**src/rcw_pkg.sv**
```systemverilog
// rcw_pkg: constants, register layouts and carrier types for the
// calendar clock calibration and waveform block.
// assumes a 125 MHz system clock and a one-cycle slow clock tick input.
`default_nettype none

package rcw_pkg;

  // register byte offsets
  localparam logic [7:0] OFS_CONTROL = 8'h00;
  localparam logic [7:0] OFS_MODE = 8'h04;
  localparam logic [7:0] OFS_STATE = 8'h08;

  // writable bits and values after reset
  localparam logic [31:0] CTRL_WMASK = 32'h0003_0303;
  localparam logic [31:0] MODE_WMASK = 32'h0077_FF13;
  localparam logic [31:0] CTRL_RESET = 32'h0000_0000;
  localparam logic [31:0] MODE_RESET = 32'h0000_0000;

  // slow clock divider and correction step (128 slow cycles, about 4 ms)
  localparam logic [15:0] SLOW_DIV = 16'h8000;
  localparam logic [15:0] CORR_STEP = 16'h0080;
  localparam logic [11:0] CORR_MULT_LOW = 12'h014;
  localparam logic [11:0] CORR_MULT_HIGH_CUT = 12'h013;

  // divider bit positions for the square waves
  localparam int BIT_1HZ = 14;
  localparam int BIT_32HZ = 9;
  localparam int BIT_64HZ = 8;
  localparam int BIT_512HZ = 5;

  // pulse timing: least time, rounded up to whole clock cycles
  localparam int CLK_PERIOD_NS = 8;
  localparam int PULSE_NS = 15000;
  localparam int PULSE_CYC = (PULSE_NS + CLK_PERIOD_NS - 1) / CLK_PERIOD_NS;

  // waveform source codes
  localparam logic [2:0] SRC_ZERO = 3'h0;
  localparam logic [2:0] SRC_1HZ = 3'h1;
  localparam logic [2:0] SRC_32HZ = 3'h2;
  localparam logic [2:0] SRC_64HZ = 3'h3;
  localparam logic [2:0] SRC_512HZ = 3'h4;
  localparam logic [2:0] SRC_TOGGLE = 3'h5;
  localparam logic [2:0] SRC_ALARM = 3'h6;
  localparam logic [2:0] SRC_PULSE = 3'h7;

  // event selection codes
  localparam logic [1:0] TEV_MINUTE = 2'h0;
  localparam logic [1:0] TEV_HOUR = 2'h1;
  localparam logic [1:0] TEV_NOON = 2'h2;
  localparam logic [1:0] TEV_MIDNIGHT = 2'h3;
  localparam logic [1:0] CEV_WEEK = 2'h0;
  localparam logic [1:0] CEV_MONTH = 2'h1;
  localparam logic [1:0] CEV_YEAR = 2'h2;

  typedef struct packed {
    logic [13:0] unused2;
    logic [1:0] cal_event_sel;
    logic [5:0] unused1;
    logic [1:0] time_event_sel;
    logic [5:0] unused0;
    logic cal_update_req;
    logic time_update_req;
  } rcw_ctrl_t;

  typedef struct packed {
    logic [8:0] unused3;
    logic [2:0] wave_src_sel_b;
    logic unused2;
    logic [2:0] wave_src_sel_a;
    logic high_range_sel;
    logic [6:0] correction_value;
    logic [2:0] unused1;
    logic correction_sign;
    logic [1:0] unused0;
    logic persian;
    logic hour_format;
  } rcw_mode_t;

  typedef struct packed {
    logic minute;
    logic hour;
    logic noon;
    logic midnight;
  } rcw_time_chg_t;

  typedef struct packed {
    logic week;
    logic month;
    logic year;
  } rcw_cal_chg_t;

  typedef enum logic [2:0] {
    UPD_IDLE = 3'b001,
    UPD_WAIT = 3'b010,
    UPD_ACKED = 3'b100
  } rcw_upd_state_t;

endpackage

`default_nettype wire

```
**src/rcw_top.sv**
```systemverilog
// rcw_top: slow clock divider with digital drift correction, two
// waveform outputs, control and mode registers, update handshake.
// assumes slow_tick_in pulses once per 32.768 kHz period and that the
// counters, alarm logic and status flags live in neighbouring blocks.
//
// The implementer's own choices: the strobed register port and the address map.
`timescale 1ns/1ps
`default_nettype none

module rcw_top #(
  parameter int ADDR_W = 8
) (
  input wire logic sys_clk_in,
  input wire logic rst_n_in,
  input wire logic slow_tick_in,
  input wire logic [ADDR_W-1:0] addr_in,
  input wire logic [31:0] wdata_in,
  input wire logic wr_in,
  input wire logic rd_in,
  input wire logic write_protect_enable_in,
  input wire logic alarm_flag_in,
  input wire logic alarm_hit_in,
  input wire rcw_pkg::rcw_time_chg_t time_chg_in,
  input wire rcw_pkg::rcw_cal_chg_t cal_chg_in,
  output logic [31:0] rdata_out,
  output logic second_tick_out,
  output logic time_halt_out,
  output logic cal_halt_out,
  output logic update_ack_out,
  output logic time_event_out,
  output logic cal_event_out,
  output logic hour_format_out,
  output logic persian_out,
  output logic wave_out_a_out,
  output logic wave_oe_a_out,
  output logic wave_out_b_out,
  output logic wave_oe_b_out
);

  localparam logic [10:0] PULSE_LOAD = 11'(rcw_pkg::PULSE_CYC - 1);

  // correction interval in whole seconds
  function automatic logic [11:0] corr_interval(input logic high,
                                                input logic [6:0] value);
    logic [11:0] mult;
    mult = high ? (rcw_pkg::CORR_MULT_LOW - rcw_pkg::CORR_MULT_HIGH_CUT)
                : rcw_pkg::CORR_MULT_LOW;
    corr_interval = 12'(mult * {5'h00, value}) + 12'h001;
  endfunction

  // waveform source multiplexer shared by both outputs
  function automatic logic wave_pick(input logic [2:0] src,
                                     input logic [15:0] div,
                                     input logic [5:0] fast,
                                     input logic tog,
                                     input logic alarm,
                                     input logic pulse);
    case (src)
      rcw_pkg::SRC_ZERO: wave_pick = 1'b0;
      rcw_pkg::SRC_1HZ: wave_pick = div[rcw_pkg::BIT_1HZ];
      rcw_pkg::SRC_32HZ: wave_pick = div[rcw_pkg::BIT_32HZ];
      rcw_pkg::SRC_64HZ: wave_pick = div[rcw_pkg::BIT_64HZ];
      rcw_pkg::SRC_512HZ: wave_pick = fast[rcw_pkg::BIT_512HZ];
      rcw_pkg::SRC_TOGGLE: wave_pick = tog;
      rcw_pkg::SRC_ALARM: wave_pick = alarm;
      rcw_pkg::SRC_PULSE: wave_pick = pulse;
      default: wave_pick = 1'b0;
    endcase
  endfunction

  // register file state
  rcw_pkg::rcw_ctrl_t ctrl, next_ctrl;
  rcw_pkg::rcw_mode_t mode, next_mode;
  logic [31:0] next_rdata;

  // divider state
  logic [15:0] div_cnt, next_div_cnt;
  logic [5:0] fast_cnt, next_fast_cnt;
  logic [11:0] sec_cnt, next_sec_cnt;
  logic [15:0] div_limit;
  logic corr_now;
  logic wrap;
  logic next_second_tick;

  // waveform state
  logic tog, next_tog;
  logic pulse, next_pulse;
  logic [10:0] pulse_cnt, next_pulse_cnt;
  logic next_wave_a, next_wave_b;

  // update handshake and events
  rcw_pkg::rcw_upd_state_t upd_state, next_upd_state;
  logic next_time_event, next_cal_event;

  // register access; reset is the backup power-on reset, so settings
  // survive every other event and vanish only with backup power
  always_comb begin
    next_ctrl = ctrl;
    next_mode = mode;
    next_rdata = 32'h0000_0000;
    if (wr_in && !write_protect_enable_in) begin
      if (addr_in == ADDR_W'(rcw_pkg::OFS_CONTROL)) begin
        next_ctrl = rcw_pkg::rcw_ctrl_t'(wdata_in & rcw_pkg::CTRL_WMASK);
      end
      if (addr_in == ADDR_W'(rcw_pkg::OFS_MODE)) begin
        next_mode = rcw_pkg::rcw_mode_t'(wdata_in & rcw_pkg::MODE_WMASK);
      end
    end
    if (rd_in) begin
      if (addr_in == ADDR_W'(rcw_pkg::OFS_CONTROL)) begin
        next_rdata = ctrl;
      end else if (addr_in == ADDR_W'(rcw_pkg::OFS_MODE)) begin
        next_rdata = mode;
      end else if (addr_in == ADDR_W'(rcw_pkg::OFS_STATE)) begin
        next_rdata = {upd_state, corr_now, 12'h000, sec_cnt, 4'h0};
      end
    end
  end

  always_ff @(posedge sys_clk_in or negedge rst_n_in) begin
    if (!rst_n_in) begin
      ctrl <= rcw_pkg::rcw_ctrl_t'(rcw_pkg::CTRL_RESET);
      mode <= rcw_pkg::rcw_mode_t'(rcw_pkg::MODE_RESET);
      rdata_out <= 32'h0000_0000;
    end else begin
      ctrl <= next_ctrl;
      mode <= next_mode;
      rdata_out <= next_rdata;
    end
  end

  assign corr_now = (mode.correction_value != 7'h00) &&
    (sec_cnt >= corr_interval(mode.high_range_sel,
                              mode.correction_value) - 12'h001);

  // one period stretched or cut by the step
  assign div_limit = !corr_now ? rcw_pkg::SLOW_DIV :
    mode.correction_sign ? rcw_pkg::SLOW_DIV - rcw_pkg::CORR_STEP
                         : rcw_pkg::SLOW_DIV + rcw_pkg::CORR_STEP;

  assign wrap = slow_tick_in && (div_cnt >= div_limit - 16'h0001);

  // only the derived tick is adjusted, the slow clock is just counted
  always_comb begin
    next_div_cnt = div_cnt;
    next_fast_cnt = fast_cnt;
    next_sec_cnt = sec_cnt;
    next_second_tick = 1'b0;
    if (slow_tick_in) begin
      next_fast_cnt = fast_cnt + 6'h01;
      next_div_cnt = div_cnt + 16'h0001;
    end
    if (wrap) begin
      next_div_cnt = 16'h0000;
      next_second_tick = 1'b1;
      if (corr_now || mode.correction_value == 7'h00) begin
        next_sec_cnt = 12'h000;
      end else begin
        next_sec_cnt = sec_cnt + 12'h001;
      end
    end
  end

  always_ff @(posedge sys_clk_in or negedge rst_n_in) begin
    if (!rst_n_in) begin
      div_cnt <= 16'h0000;
      fast_cnt <= 6'h00;
      sec_cnt <= 12'h000;
      second_tick_out <= 1'b0;
    end else begin
      div_cnt <= next_div_cnt;
      fast_cnt <= next_fast_cnt;
      sec_cnt <= next_sec_cnt;
      second_tick_out <= next_second_tick;
    end
  end

  // waveform sources; nothing here looks at power mode, so the outputs
  // run on through every low-power state
  always_comb begin
    next_tog = tog;
    next_pulse = pulse;
    next_pulse_cnt = pulse_cnt;
    if (alarm_hit_in) begin
      next_tog = !tog;
    end
    if (wrap) begin
      next_pulse = 1'b1;
      next_pulse_cnt = PULSE_LOAD;
    end else if (pulse_cnt != 11'h000) begin
      next_pulse_cnt = pulse_cnt - 11'h001;
    end else begin
      next_pulse = 1'b0;
    end
    // 512 Hz taken from the uncorrected counter
    next_wave_a = wave_pick(mode.wave_src_sel_a, div_cnt, fast_cnt,
                            tog, alarm_flag_in, pulse);
    next_wave_b = wave_pick(mode.wave_src_sel_b, div_cnt, fast_cnt,
                            tog, alarm_flag_in, pulse);
  end

  always_ff @(posedge sys_clk_in or negedge rst_n_in) begin
    if (!rst_n_in) begin
      tog <= 1'b0;
      pulse <= 1'b0;
      pulse_cnt <= 11'h000;
      wave_out_a_out <= 1'b0;
      wave_out_b_out <= 1'b0;
      wave_oe_a_out <= 1'b0;
      wave_oe_b_out <= 1'b0;
    end else begin
      tog <= next_tog;
      pulse <= next_pulse;
      pulse_cnt <= next_pulse_cnt;
      wave_out_a_out <= next_wave_a;
      wave_out_b_out <= next_wave_b;
      wave_oe_a_out <= (mode.wave_src_sel_a != rcw_pkg::SRC_ZERO);
      wave_oe_b_out <= (mode.wave_src_sel_b != rcw_pkg::SRC_ZERO);
    end
  end

  // update handshake: acknowledge at the next second boundary so the
  // counters are loaded between ticks, never across one
  always_comb begin
    next_upd_state = upd_state;
    case (upd_state)
      rcw_pkg::UPD_IDLE: begin
        if (ctrl.time_update_req || ctrl.cal_update_req) begin
          next_upd_state = rcw_pkg::UPD_WAIT;
        end
      end
      rcw_pkg::UPD_WAIT: begin
        if (!ctrl.time_update_req && !ctrl.cal_update_req) begin
          next_upd_state = rcw_pkg::UPD_IDLE;
        end else if (wrap) begin
          next_upd_state = rcw_pkg::UPD_ACKED;
        end
      end
      rcw_pkg::UPD_ACKED: begin
        if (!ctrl.time_update_req && !ctrl.cal_update_req) begin
          next_upd_state = rcw_pkg::UPD_IDLE;
        end
      end
      default: next_upd_state = rcw_pkg::UPD_IDLE;
    endcase
  end

  always_comb begin
    case (ctrl.time_event_sel)
      rcw_pkg::TEV_MINUTE: next_time_event = time_chg_in.minute;
      rcw_pkg::TEV_HOUR: next_time_event = time_chg_in.hour;
      rcw_pkg::TEV_NOON: next_time_event = time_chg_in.noon;
      rcw_pkg::TEV_MIDNIGHT: next_time_event = time_chg_in.midnight;
      default: next_time_event = 1'b0;
    endcase
    case (ctrl.cal_event_sel)
      rcw_pkg::CEV_WEEK: next_cal_event = cal_chg_in.week;
      rcw_pkg::CEV_MONTH: next_cal_event = cal_chg_in.month;
      rcw_pkg::CEV_YEAR: next_cal_event = cal_chg_in.year;
      default: next_cal_event = 1'b0;
    endcase
  end

  always_ff @(posedge sys_clk_in or negedge rst_n_in) begin
    if (!rst_n_in) begin
      upd_state <= rcw_pkg::UPD_IDLE;
      update_ack_out <= 1'b0;
      time_halt_out <= 1'b0;
      cal_halt_out <= 1'b0;
      time_event_out <= 1'b0;
      cal_event_out <= 1'b0;
      hour_format_out <= 1'b0;
      persian_out <= 1'b0;
    end else begin
      upd_state <= next_upd_state;
      update_ack_out <= (next_upd_state == rcw_pkg::UPD_ACKED) &&
        (next_ctrl.time_update_req || next_ctrl.cal_update_req);
      time_halt_out <= next_ctrl.time_update_req;
      // calendar halted; a time update stops the calendar too
      cal_halt_out <= next_ctrl.cal_update_req || next_ctrl.time_update_req;
      time_event_out <= next_time_event;
      cal_event_out <= next_cal_event;
      hour_format_out <= next_mode.hour_format;
      persian_out <= next_mode.persian;
    end
  end

  // checks
  wp_block_a: assert property (
    @(posedge sys_clk_in) disable iff (!rst_n_in)
    (wr_in && write_protect_enable_in) |=> ($stable(ctrl) && $stable(mode)))
    else $error("register changed under write protect");

  corr_off_a: assert property (
    @(posedge sys_clk_in) disable iff (!rst_n_in)
    (mode.correction_value == 7'h00) |-> (!corr_now &&
      div_limit == rcw_pkg::SLOW_DIV))
    else $error("correction active with zero value");

  corr_dir_a: assert property (
    @(posedge sys_clk_in) disable iff (!rst_n_in)
    corr_now |-> (mode.correction_sign ? (div_limit == 16'h7F80)
                                       : (div_limit == 16'h8080)))
    else $error("correction period length wrong");

  tick_wrap_a: assert property (
    @(posedge sys_clk_in) disable iff (!rst_n_in)
    (slow_tick_in && div_cnt == div_limit - 16'h0001)
      |=> (second_tick_out && div_cnt == 16'h0000))
    else $error("second tick missed at divider end");

  src_zero_a: assert property (
    @(posedge sys_clk_in) disable iff (!rst_n_in)
    (mode.wave_src_sel_a == rcw_pkg::SRC_ZERO) |=> !wave_out_a_out)
    else $error("output a not held low");

  alarm_copy_a: assert property (
    @(posedge sys_clk_in) disable iff (!rst_n_in)
    (mode.wave_src_sel_b == rcw_pkg::SRC_ALARM)
      |=> (wave_out_b_out == $past(alarm_flag_in)))
    else $error("output b does not follow alarm flag");

  alarm_toggle_a: assert property (
    @(posedge sys_clk_in) disable iff (!rst_n_in)
    (alarm_hit_in && mode.wave_src_sel_a == rcw_pkg::SRC_TOGGLE &&
      $stable(mode)) |=> ##1 (wave_out_a_out != $past(wave_out_a_out)))
    else $error("output a did not toggle on alarm");

  pulse_hold_a: assert property (
    @(posedge sys_clk_in) disable iff (!rst_n_in)
    $rose(pulse) |-> (pulse && pulse_cnt == PULSE_LOAD) [*1] ##1 pulse [*8])
    else $error("pulse ended too early");

  pulse_end_a: assert property (
    @(posedge sys_clk_in) disable iff (!rst_n_in)
    (pulse && pulse_cnt == 11'h000 && !wrap) |=> !pulse)
    else $error("pulse ran past its length");

  pin_route_a: assert property (
    @(posedge sys_clk_in) disable iff (!rst_n_in)
    ##1 (wave_oe_b_out == ($past(mode.wave_src_sel_b) != 3'h0)))
    else $error("pin route does not match source");

  ack_req_a: assert property (
    @(posedge sys_clk_in) disable iff (!rst_n_in)
    update_ack_out |-> (time_halt_out || cal_halt_out))
    else $error("acknowledge without update request");

  time_ev_a: assert property (
    @(posedge sys_clk_in) disable iff (!rst_n_in)
    (time_chg_in.midnight && ctrl.time_event_sel == rcw_pkg::TEV_MIDNIGHT)
      |=> time_event_out)
    else $error("selected time event not passed on");

endmodule

`default_nettype wire

```
**config.mk**
```make
export PLATFORM = sky130hd
export DESIGN_NAME = rcw_top
export DESIGN_NICKNAME = d
export VERILOG_FILES = /design/src/rcw_pkg.sv /design/src/rcw_top.sv
export SDC_FILE = /design/constraint.sdc
export NUM_CORES = 1
export LEC_CHECK = 0
export BUFFER_PORTS_ARGS = -buffer_cell sky130_fd_sc_hd__buf_4
export CAP_MARGIN = 25
export CORE_ASPECT_RATIO = 0.75
export CORE_UTILIZATION = 45
export CTS_BUF_LIST = sky130_fd_sc_hd__clkbuf_16
export DETAILED_ROUTE_END_ITERATION = 12
export PLACE_DENSITY_LB_ADDON = 0.2
export SETUP_SLACK_MARGIN = 0.1
export SLEW_MARGIN = 20
export SYNTH_ARGS = -nofsm -noshare
export SYNTH_HDL_FRONTEND = slang
export SYNTH_SLANG_ARGS = --single-unit
```
**constraint.sdc**
```tcl
create_clock -name sys_clk_in -period 14.8 [get_ports sys_clk_in]
set_clock_uncertainty 0.1 [all_clocks]
set_input_delay 2.96 -clock sys_clk_in [delete_from_list [all_inputs] [get_ports sys_clk_in]]
set_output_delay 2.96 -clock sys_clk_in [all_outputs]
set_load 0.01 [all_outputs]
```
==> flow_summary.toml <==
[route]
average_routed_wire_per_standard_cell_um = 16.30
dr.pass1.iters = 5
viasPerCell = 5.450
route.antenna.remaining_nets = 0
drt-total-wl_um = 12800
dr.first_iter.drc_count = 199
route.detailed.drc = 0
vias = 4278

[floorplanning]
initial_utilization = 0.4697
design.die.area_mm2 = 0.01354
pin_count = 99
dieWidth_um = 134.0
die_height_um = 101.0
placeableCoreArea_mm2 = 0.01252
row_count = 35

[setup_path]
cp_slowest_stage_delay_ns = 0.62
worstSetupEndpointType = "flip-flop"
worst_path_most_repeated_cell = "sky130_fd_sc_hd__ha_1"
critical_path_class = "reg -> reg"
critical_path.startpoint = "mode[15]"
timing.critical_path.fanout_max = 18
timing.critical_path.slowest_stage_cell = "sky130_fd_sc_hd__o221ai_2"
cp.required_ns = 14.97
timing.critical_path.from_type = "flip-flop"
cp_data_arrival_time_ns = 7.07
r2r-start = "mode[15]"
worstPathCellList = "nor2b_1 -> ha_1 -> ha_1 -> ha_1 -> ha_1 -> nor2b_1 -> o21ai_0 -> a21o_1 -> nand3b_1 -> xnor2_1 -> ha_1 -> nand4_1 -> o221ai_2 -> o21ba_2 -> nor2b_1 -> ha_1 -> a211o_1 -> a41o_1 -> a211o_2 -> nand2_4 -> inv_2 -> a21oi_1"

[worst_hold_path]
hold_path.class = "reg -> reg"
hp-start = "fast_cnt[4]"

[timing]
unrepaired_setup_endpoints_after_global_routing = "no"
final_max_slew_viols = 0
maxSlewHeadroom = 0.3767
fin_setup_tns_ns = 0
hold_violations = 0
fin_crit_ns = 6.897
fin_crit_sh = 0.4660
worstMarginPinSlew_ns = 0.9330
fmax_ghz = 0.1450
final_setup_violations = 0

[final_layout]
layout.cells.most_common = "sky130_fd_sc_hd__dfrtp_1"
postLayoutCoreUtil = 0.5490
layout.filler_cells = 1146
diodes = 0
layout-area-overhead-vs-synth_pct = 16.87
layout-drive-gt1-share = 0.2019
layout_common_cells = "105 x sky130_fd_sc_hd__dfrtp_1, 76 x sky130_fd_sc_hd__buf_4, 50 x sky130_fd_sc_hd__ha_1, 45 x sky130_fd_sc_hd__nand2_1, 37 x sky130_fd_sc_hd__nor2_1"
nets = 721

[yosys]
synth.largest_area_cell = "sky130_fd_sc_hd__dfrtp_1"
syn_area_per_cell_um2 = 10.85
synth-main-ff-cell = "sky130_fd_sc_hd__dfrtp_1"
seq_area_frac_synth = 0.4511
synth_top_cells_by_area = "sky130_fd_sc_hd__dfrtp_1 45%, sky130_fd_sc_hd__ha_1 11%, sky130_fd_sc_hd__mux2_2 2.9%"
netlist-cell-type-count = 64
synth.ff_latch_count = 106
synth_cells = 542
yosys_warnings = 0
synth_top_area_frac = 0.4466
synth_enable_flop_cells = 0
synth_area_mm2 = 0.005883
async_reset_ff_frac = 1.000

[clock_tree]
clock_pin_slew_worst_setup_and_hold_paths_ns = 0.07
buffers_inserted_during_post_cts_setup_optimization = 0
clock_tree.htree_level_count = 3
cts_hold_repair.buffers = 0
clk_path_buf_depth = 2
cts_tree = "done"
cts.sinks = 106
worstSkewPairLatency_ns = 0.35
numCtsBuffers = 9
number_of_cells_upsized_or_downsized_after_cts = 0
clock_tree.root_cell = "sky130_fd_sc_hd__clkbuf_16"

[placement]
place.gp.congestion = 0.8195
place.port_buffers = 75
final_hpwl_from_detailed_placement_um = 9460

[flow_run]
timing.max_cap.violations = 0

[power_and_ir_drop]
cellLeakagePower_nw = 3.445
total_power_mw = 0.6585
power.density_mw_per_mm2 = 95.78
max-vdd-ir-drop_mv = 0.06299

[grt]
first_global_vias = 4222
grt_use_total = 0.2013
global_route_wire_length_before_repair_um = 20960
grt_start_max_net_pins = 64
global_route.overflow_total = 0
number_of_antenna_violations_at_the_first_check_in_global_routing = 0

[run_status]
status = "complete, no violations"
==> state kept, by name, summed over array words and instances (netlist names), 3 cells and up <==
signal	flops
upd_state	3
rdata_out	24
sec_cnt	12
fast_cnt	6
div_cnt	16
pulse_cnt	11
mode	15
ctrl	5
==> synth_stat cells, types with 5 or more instances <==
library cell	number
sky130_fd_sc_hd__buf_4	10
sky130_fd_sc_hd__a21oi_1	16
sky130_fd_sc_hd__a221o_1	7
sky130_fd_sc_hd__a22o_1	10
sky130_fd_sc_hd__inv_1	14
sky130_fd_sc_hd__a21o_1	7
sky130_fd_sc_hd__nor4_1	8
sky130_fd_sc_hd__ha_1	50
sky130_fd_sc_hd__o21ai_1	5
sky130_fd_sc_hd__o21ai_0	11
sky130_fd_sc_hd__dfrtp_1	105
sky130_fd_sc_hd__nand4_1	10
sky130_fd_sc_hd__xnor2_1	16
sky130_fd_sc_hd__nand2_1	45
sky130_fd_sc_hd__nor3_1	24
sky130_fd_sc_hd__xor2_1	18
sky130_fd_sc_hd__nand3_1	6
sky130_fd_sc_hd__mux2_2	15
sky130_fd_sc_hd__mux2_1	10
sky130_fd_sc_hd__and2_1	18
sky130_fd_sc_hd__clkbuf_1	6
sky130_fd_sc_hd__nor2_1	37
sky130_fd_sc_hd__nor2b_1	17
sky130_fd_sc_hd__mux2i_1	9
==> metrics by stage <==
stage | hold WS (ns) | area (um^2) | worst slack (ns) | instances
floorplan | 0.3454 | 5913 | 9.233 | 550
finish | 0.3747 | 6875 | 7.903 | 785
global placement | 0.3626 | 6548 | 8.114 | 769
global route | 0.4081 | 6875 | 7.502 | 785
detailed placement | 0.3628 | 6548 | 7.968 | 769
CTS | 0.3782 | 6867 | 7.934 | 785
==> per-layer routing <==
| metal | vias up | share of wire | routed length (um) | GRT usage |
|---|---|---|---|---|
| li1 | 2075 | - | - | - |
| met1 | 2087 | 0.50 | 6399 | 0.2852 |
| met2 | 102 | 0.43 | 5531 | 0.3009 |
| met3 | 14 | 0.055 | 701 | 0.05128 |
| met4 | 0 | 0.013 | 168 | 0.06569 |
| met5 | - | 0 | 0 | 0 |
==> critical path, delay by kind of cell (launching register included) <==
family,cells,cell delay [ns]
flip-flops,1,0.57
buffers and inverters,1,0.19
XOR/XNOR,1,0.15
adder cells (fa/ha/maj),6,1.83
AND/OR/NAND/NOR,6,1.44
AO/OA/AOI/OAI,8,2.52
==> final cells by class <==
cell class	count	area (um^2)	share of cell area
multi-input combinational	406	3068	0.4462
tap	166	207.7	0.03021
clock buffer	9	225.2	0.03276
inverter	15	56.30	0.008189
sequential	106	2654	0.3860
clock inverter	7	93.84	0.01365
timing repair buffer	76	570.5	0.08298
==> worst paths after layout <==
path	end	slack (ns)	cells past startpoint
min in group asynchronous	pulse_cnt[2]	2.60	1
max in group asynchronous	rdata_out[11]	10.94	2
max reg2reg	pulse_cnt[2]	7.90	22
min reg2reg	fast_cnt[4]	0.37	1
max	pulse_cnt[2]	7.90	22
min	fast_cnt[4]	0.37	1
==> kinds of logic after synthesis <==
family	after synthesis	synth area share
flops	106	0.4511
xor+xnor	34	0.05062
fa+ha+maj	52	0.1131
mux	37	0.07465
simple gates	197	0.1818
compound gates	77	0.09400
buf+inv	38	0.03403
other cells	1	0.0006374
==> where the power goes <==
part,switching [mW],internal (mW)
clock,0.107,0.148
combinational,0.0354,0.0376
sequential,0.0208,0.309
total,0.163,0.495
Note: power is estimated with default switching activity, not from simulation.
